`src/capc_cfg.svh`:
```
// Constants of the command/address parity checker
`ifndef CAPC_CFG_SVH
`define CAPC_CFG_SVH

// Clock period and timing figures in ns
`define CAPC_CLK_NS      40
`define CAPC_ALERT_ON_NS 80
`define CAPC_PW_MIN_NS   2000
`define CAPC_PW_MAX_NS   4000
`define CAPC_RAS_MIN_NS  32

// Parity latency field codes and their clock counts
`define CAPC_LAT_OFF     3'h0
`define CAPC_LAT_4       3'h1
`define CAPC_LAT_5       3'h2
`define CAPC_LAT_6       3'h3
`define CAPC_LAT_8       3'h4
`define CAPC_CLK_4       4'h4
`define CAPC_CLK_5       4'h5
`define CAPC_CLK_6       4'h6
`define CAPC_CLK_8       4'h8

// Widths and reset values
`define CAPC_DEPTH       8
`define CAPC_CMD_W       26
`define CAPC_CNT_W       8
`define CAPC_ADDR_MASK   18'h3ffff
`define CAPC_STACK_MASK  3'h0
`define CAPC_LAT_RST     3'h0

`endif

```
`src/capc_pkg.sv`:
```
// Types of the command/address parity checker
package capc_pkg;
`include "capc_cfg.svh"

	typedef enum logic [1:0] {CAPC_IDLE, CAPC_RAS, CAPC_CLOSE, CAPC_HOLD} capc_state_t;

	typedef struct packed {
		logic        act_n;
		logic [17:0] addr;
		logic [1:0]  bg;
		logic [1:0]  ba;
		logic [2:0]  cid;
	} capc_cmd_t;

	typedef struct packed {
		capc_state_t            st;
		logic [`CAPC_CNT_W-1:0] cnt;
		logic                   alert_n;
		logic                   status;
		logic                   persist;
		logic [2:0]             lat;
		capc_cmd_t              log_cmd;
		logic                   log_par;
		logic                   prech;
	} capc_core_t;

	typedef struct packed {
		logic [`CAPC_DEPTH-1:0]                 vld;
		logic [`CAPC_DEPTH-1:0][`CAPC_CMD_W-1:0] cmd;
	} capc_line_t;

endpackage

```
`src/capc_hold_line.sv`:
```
// Command hold line: delays accepted commands by a selectable number of clocks
`timescale 1ns/1ps
`include "capc_cfg.svh"
module capc_hold_line (
	// Clock and reset
	input  wire logic                   mclk_i,
	input  wire logic                   reset_i,
	// Command entry
	input  wire logic                   push_i,
	input  wire logic [`CAPC_CMD_W-1:0] cmd_i,
	input  wire logic                   flush_i,
	input  wire logic [2:0]             tap_i,
	// Command to execute
	output logic                        exec_valid_o,
	output logic [`CAPC_CMD_W-1:0]      exec_cmd_o
);
	import capc_pkg::*;

	capc_line_t q;
	capc_line_t d;

	////////////////////////////////////////////////////////////////////////
	always_comb
	begin
		d = q;
		if (flush_i)
		begin
			// Pending commands fall in the uncertain window and are dropped
			d.vld = '0;
		end
		else
		begin
			d.vld = {q.vld[`CAPC_DEPTH-2:0], push_i};
			d.cmd = {q.cmd[`CAPC_DEPTH-2:0], cmd_i};
		end
	end

	always_ff @(posedge mclk_i)
	begin
		if (reset_i)
			q <= '0;
		else
			q <= d;
	end

	// Tap n-1 means the command waited n clocks before execution
	assign exec_valid_o = q.vld[tap_i];
	assign exec_cmd_o   = q.cmd[tap_i];
endmodule

```
`config.mk`:
```
export PLATFORM = sky130hd
export DESIGN_NAME = capc_hold_line
export DESIGN_NICKNAME = d
export VERILOG_FILES = /design/src/capc_pkg.sv /design/src/capc_hold_line.sv
export VERILOG_INCLUDE_DIRS = /design/src /design/src/src
export SDC_FILE = /design/constraint.sdc
export NUM_CORES = 1
export LEC_CHECK = 0
export BUFFER_PORTS_ARGS = -buffer_cell sky130_fd_sc_hd__buf_2
export CORE_ASPECT_RATIO = 0.75
export CORE_UTILIZATION = 54
export DETAILED_ROUTE_END_ITERATION = 8
export PLACE_DENSITY_LB_ADDON = 0.08
export SETUP_SLACK_MARGIN = 0.1
export SYNTH_ARGS = -nofsm -noshare
export SYNTH_HDL_FRONTEND = slang
export SYNTH_SLANG_ARGS = --single-unit
```
`constraint.sdc`:
```
create_clock -name mclk_i -period 1.7 [get_ports mclk_i]
set_clock_uncertainty 0.05 [all_clocks]
set_input_delay 0.34 -clock mclk_i [delete_from_list [all_inputs] [get_ports mclk_i]]
set_output_delay 0.34 -clock mclk_i [all_outputs]
set_load 0.01 [all_outputs]
```
==> results of run 1 <==
## tightest hold or removal path, stage by stage
cell and delay (ns):
buf_2 0.08, mux2i_1 0.05, nor2_1 0.07
## worst max path at each step
stage                     slack (ns)        endpoint  cells past startpoint
after floorplan                -0.07  exec_cmd_o[10]                      4
after global placement         -0.37   exec_cmd_o[1]                      5
after detailed placement       -0.39   exec_cmd_o[1]                      5
after CTS                      -0.42   exec_cmd_o[1]                      3
after global routing           -0.46   exec_cmd_o[1]                      3
final                          -0.40   exec_cmd_o[1]                      3
## power groups by stage
stage	sequential (W)	clock, W	combinational (W)
floorplan	0.00529	0	0.000589
global placement	0.00531	0	0.000775
detailed placement	0.00531	0	0.000792
CTS	0.00520	0.00546	0.000862
global route	0.00521	0.00566	0.000919
finish	0.00520	0.00533	0.000858
## kinds of logic (layout without fill, tap and decap cells)
family,count (synthesis),count (layout),synth area share [%]
buffers and inverters,61,195,3.307
DFF,216,216,46.65
muxes,289,289,41.04
and+or+nand+nor,217,217,9.003
## layer usage
layer,track usage (%),vias up,routed length [um]
li1,-,2976,-
met1,29.42,2998,9030
met2,34.58,94,8499
met3,3.815,23,638
met4,5.185,0,282
met5,0,-,0
## per-stage QoR
stage	setup TNS [ns]	power [W]	util, %	area [um^2]
floorplan	-1.811	0.005878	-	9245
global placement	-9.223	0.006084	58.95	9918
detailed placement	-9.407	0.006105	58.95	9918
CTS	-10.49	0.01152	68.20	11480
global route	-11.18	0.01179	68.57	11540
finish	-9.983	0.01139	68.57	11540
## layout by cell type, fill, tap and decap left out, drive strengths merged
cell type    count
and2             8
buf            154
bufinv           5
clkbuf          26
clkinv           8
clkinvlp         1
dfxtp          216
dlygate4sd3      1
mux2            27
mux2i          208
mux4            54
nor2           209
## layout make-up
| cell class | instances | share of cell area [%] |
|---|---|---|
| Clock inverter | 14 | 1.779 |
| Timing Repair Buffer | 155 | 12.41 |
| Tap cell | 215 | 2.332 |
| Clock buffer | 26 | 5.260 |
| Sequential cell | 216 | 38.89 |
| Multi-Input combinational cell | 506 | 39.33 |
## timing repair
action,4_1_cts,5_1_grt
buffers inserted,61,3
hold buffers,1,0
endpoints found under the hold margin,1,0
cloned,0,0
gates resized for setup,129,31
setup endpoints to repair,27,27
==> metrics.txt, run 1 <==
outcome finished, violations left; violated checks negative setup slack; PD cells 987.4 nW/um^2; worst-case clock buffer depth 3; sequential cell area around 4500 um^2; Highest Clock Rate 475.6 MHz; largest registers in the final layout q x216; Slew Limit Fails 0; Primary FF master, synth dfxtp_1; Seq pwr share 45.7%; residual DRC count 0; Min-Delay Endpoint q[7]; ANT nets after route 0; Final Hold Viols 0; Setup crit start kind flop; Final Cycle Share 123.7%; Pint 0.008912 W; slowest stage cell, crit path mux4_2; cell family with most CP delay multiplexers; clk_lat worst skew 0.49 ns; Hold Path Class in2reg; number of synthesized flops with an enable pin 0; site row count 41; top-area cell type share of the netlist area 46.65%; clock network power share a little under half; Core Box Area between 15000 and 20000 um^2; TritonCTS Buffers 22; Starting Density between 50% and 60%; RSZ-0062 raised after global routing yes; final cell count without fillers 1132; Detailed Routing Iterations Pass 1 4; Avg Cell Area, Syn between 10 and 15 um^2; P_leak between 5 and 6 nW; cells along the critical path mux4_2, mux2_4, buf_6; vias 6091; CTS sink count 216; CTS H-tree depth 1; Sw Share 21.77%; HPWL after DPL 11.13 mm; Vias/cell between 5 and 6; Top reg by flops q; fraction of registers with async set/reset 0%; die height 115.5 um; final WL 18.45 mm; CP Data Required Time 1.31 ns; Reg2Reg Launch Point q[8]; Placed Cells 1027; Syn Std Cell Area approximately 9300 um^2; FF-to-FF setup slack 0.85 ns; GPL Wtd Cong between 0.7 and 0.8; number of library cell types mapped by synthesis 12; Final Setup Violations 27; final worst setup slack -0.4025 ns; area of the multi-input gates 4538 um^2; fin crit period approximately 2.1 ns; critical path buffer and inverter count 1; Net count, final approximately 930; largest net degree at the start of global routing between 60 and 70; area of the die 17700 um^2; Yosys top cell by area dfxtp_1; First DRT Iteration DRCs approximately 280; Tightest Pin Transition 0.4365 ns; grt ovf 0; Gate Count Post-Synth 783; top post-synthesis cells by area dfxtp_1, mux2i_1, mux4_1; io pins 60; CP peak stage delay 0.45 ns; CP endpoint kind output pin; Peak VDD IR 0.0008337 V; Crit Path Class reg2out; fill count 1257; Total GRT Usage 21.16%; Slew headroom between 70% and 80%; highest net fanout along the worst path 3; most common cell in the netlist dfxtp_1; drt wl/cell about 16 um; hold depth 3; area grow syn2layout 24.46%; vias in the first global route 6025; initial antenna violation count 0; arrival time worst endpoint 1.71 ns; max FFs per register 216; startpoint of the worst hold path cmd_i[7]; share of layout cells above drive strength 1 43.84%; worst hold slack roughly 0.027 ns; worst r2r path cells 3; Gate power share 7.5%; Die W 153.3 um; most frequent cells after synthesis dfxtp_1, nor2_1, mux2i_1, mux4_1, mux2_2; IO Port Bufs 59; first-pass GRT wire length 30.30 mm; pre-CTS WS -0.3908 ns; Clock transition at path regs 0.06 ns; Seq/Total Area, Yosys between 40% and 50%; syn nets 816; ANT cells 0; Synth warnings 0; sw power between 0.002 and 0.0025 W; Worst R2R End q[8]; CP Launch Point q[105]; maxcap violations 0; CTS root buffer clkbuf_16; TritonCTS clock tree yes; Synth Register Bits 216
Note: power is estimated with default switching activity, not from simulation.
==> inputs of run 2 (changes only) <==
Settings changed: ABC_AREA set to 1, CORE_UTILIZATION 54 to 55.
==> run 2 against run 1 <==
Against the previous run:
- the run still ends with negative setup slack left
- sequential power up 8.3%
- largest cell class is now registers
- cell count grew 57%
- power increased by 14%
- synthesized area is 8.1% higher
- largest power group is now registers
- register-to-register slack worse by 0.14 ns
- wire length is 34% higher
- global-route usage increased by 4.9 points
==> metrics.txt, run 2 <==
number of library cell types mapped by synthesis 16; CTS H-tree depth 1; Tightest Pin Transition 0.4568 ns; die height ~120 um; Yosys top cell by area dfxtp_1; area grow syn2layout 25.66%; post-synthesis simple-gate area fraction 26.69%; CTS root buffer clkbuf_16; Setup crit start kind flop; Primary FF master, synth dfxtp_1; final worst setup slack -0.05976 ns; largest net degree at the start of global routing just under 60; Syn Std Cell Area approximately 10000 um^2; Starting Density 56.43%; site row count 42; TritonCTS clock tree yes; share of layout cells above drive strength 1 between 40% and 50%; TritonCTS Buffers 22; vias 9203; First DRT Iteration DRCs 648; ANT nets after route 0; startpoint of the worst hold path cmd_i[16]; slowest stage cell, crit path dfxtp_2; area of the die 18770 um^2; CP endpoint kind output pin; CTS sink count 216; grt ovf 0; Peak VDD IR 0.0007131 V; initial antenna violation count 0; max FFs per register 216; most common cell after layout, fill and taps aside nand2_1; maxcap violations 0; Net count, final 1557; ANT cells 0; CP peak stage delay 0.34 ns; setup tns final -0.4767 ns; GPL Wtd Cong 0.8197; IO Port Bufs 59; Seq/Total Area, Yosys 43.14%; vias in the first global route 8189; worst-case clock buffer depth 3; outcome finished, violations left; XOR/XNOR Fraction of Synth Area 0%; commonest cells after routing, fill and taps aside nand2_1, nor2_1, a211oi_1, dfxtp_2, inv_2; most frequent cells after synthesis nand2_1, inv_1, dfxtp_1, nor2_1, a211oi_1; Reg2Reg Launch Point q[135]; Avg Cell Area, Syn ~7.0 um^2; PD cells 1028 nW/um^2; Synth Area in Adders 0%; Total GRT Usage 26.04%; Die W 157.9 um; Crit path top cell by count nand2_1; top post-synthesis cells by area dfxtp_1, a211oi_1, nand2_1; Synth Register Bits 216; Final Hold Viols 0; syn nets 1462; Highest Clock Rate about 570 MHz; clk_lat worst skew 0.50 ns; CP Launch Point q[135]; Core Box Area 17760 um^2; post-synthesis mux area share 0%; final WL between 20 and 25 mm; critical path buffer and inverter count 2; Vias/cell 5.164; HPWL after DPL roughly 14 mm; arrival time worst endpoint 1.37 ns; Crit Path Class reg2out; violated checks negative setup slack; cell family with most CP delay flip-flops; Synth warnings 0; pre-CTS WS -0.02276 ns; highest net fanout along the worst path 2; Final Setup Violations 15; most common cell in the netlist nand2_1; fin crit period ~1.8 ns; largest family of logic cells by synthesized area simple AND/OR/NAND/NOR gates; P_leak between 5 and 6 nW; Top reg by flops q; RSZ-0062 raised after global routing yes; Hold Path Class in2reg; first-pass GRT wire length 39.70 mm; fraction of registers with async set/reset 0%; Slew headroom between 60% and 70%; residual DRC count 0; Clock transition at path regs roughly 0.06 ns; drt wl/cell between 10 and 15 um; io pins 60; CP Data Required Time 1.31 ns; Gate Count Post-Synth 1429; area fraction in compound gates after synthesis 15.98%; top-area cell type share of the netlist area 43.14%; fill count 1499; cells along the critical path inv_2, nand2_2, nand3_2, nand2_1, nand2_1, nand2_1, buf_2; Detailed Routing Iterations Pass 1 5; Slew Limit Fails 0; largest registers in the final layout q x216; number of synthesized flops with an enable pin 0; Final Cycle Share 103.5%
-- run 2: cell count changes after synthesis, moves of 27 or more --
| cell | delta |
|---|---|
| a211oi_1 | +200 |
| buf_2 | +52 |
| inv_1 | +217 |
| mux2_2 | -27 |
| mux2i_1 | -208 |
| mux4_1 | -54 |
| nand2_1 | +351 |
| nand3_1 | +108 |
-- run 2: worst min-delay path, cell delays in order --
cell      delay (ns)
buf_2           0.10
nor2_1          0.07
a211oi_1        0.05
-- run 2: path summary, 6_finish.rpt --
check                                     end  slack (ns)  cells after the start
worst min-delay path                    q[16]        0.04                      3
worst max-delay path            exec_cmd_o[5]       -0.06                      7
worst max register to register         q[135]        0.71                      4
worst min register to register         q[214]        0.38                      2
-- run 2: logic make-up (layout without fill, tap and decap cells) --
group / count (synthesis) / count (layout)
and+or+nand+nor: 676 / 676
AOI/OAI and AO/OA: 208 / 208
DFF: 216 / 216
buffers and inverters: 329 / 440
-- run 2: repair_timing --
| item | 4_1_cts | 5_1_grt |
|---|---|---|
| pin swaps | 78 | 69 |
| hold buffers | 1 | 0 |
| hold endpoints to repair | 1 | 0 |
| setup endpoints to repair | 27 | 27 |
| setup buffers | 34 | 40 |
| gates resized for setup | 275 | 141 |
| gates cloned | 1 | 0 |
-- run 2: area by class of cell --
| cell class | instances | area, um^2 | area share, % |
|---|---|---|---|
| tap | 242 | 302.8 | 2.404 |
| clock inverter | 7 | 135.1 | 1.073 |
| multi-input combinational | 884 | 4487 | 35.62 |
| inverter | 220 | 833.3 | 6.616 |
| timing repair buffer | 180 | 1620 | 12.86 |
| clock buffer | 33 | 663.1 | 5.265 |
| sequential | 216 | 4554 | 36.16 |
-- run 2: routing by layer --
metal / part of all wire, % / global-route usage, % / vias up
met1: 47 / 34.55 / 4262
met3: 3.9 / 3.057 / 30
met4: 1.5 / 6.068 / 0
li1: - / - / 4753
met5: 0 / 0 / -
met2: 48 / 44.85 / 158
-- run 2: metrics by stage --
stage	util, %	cells	hold WS [ns]	total power [W]	cell area [um^2]
final	70.91	1782	0.04323	0.01295	12600
after global routing	70.91	1782	0.04967	0.01350	12600
after CTS	67.91	1742	0.03347	0.01285	12060
after detailed placement	60.08	1666	0.3819	0.007330	10670
after global placement	60.08	1666	0.3778	0.007312	10670
after floorplan	-	1429	0.3655	0.006828	10020
-- run 2: report_power, final --
group / leakage (nW) / total (W) / internal, W / switching, W
logic: 3.42 / 0.00200 / 0.000858 / 0.00115
clock network: 0.394 / 0.00531 / 0.00330 / 0.00201
registers: 1.85 / 0.00563 / 0.00544 / 0.000186
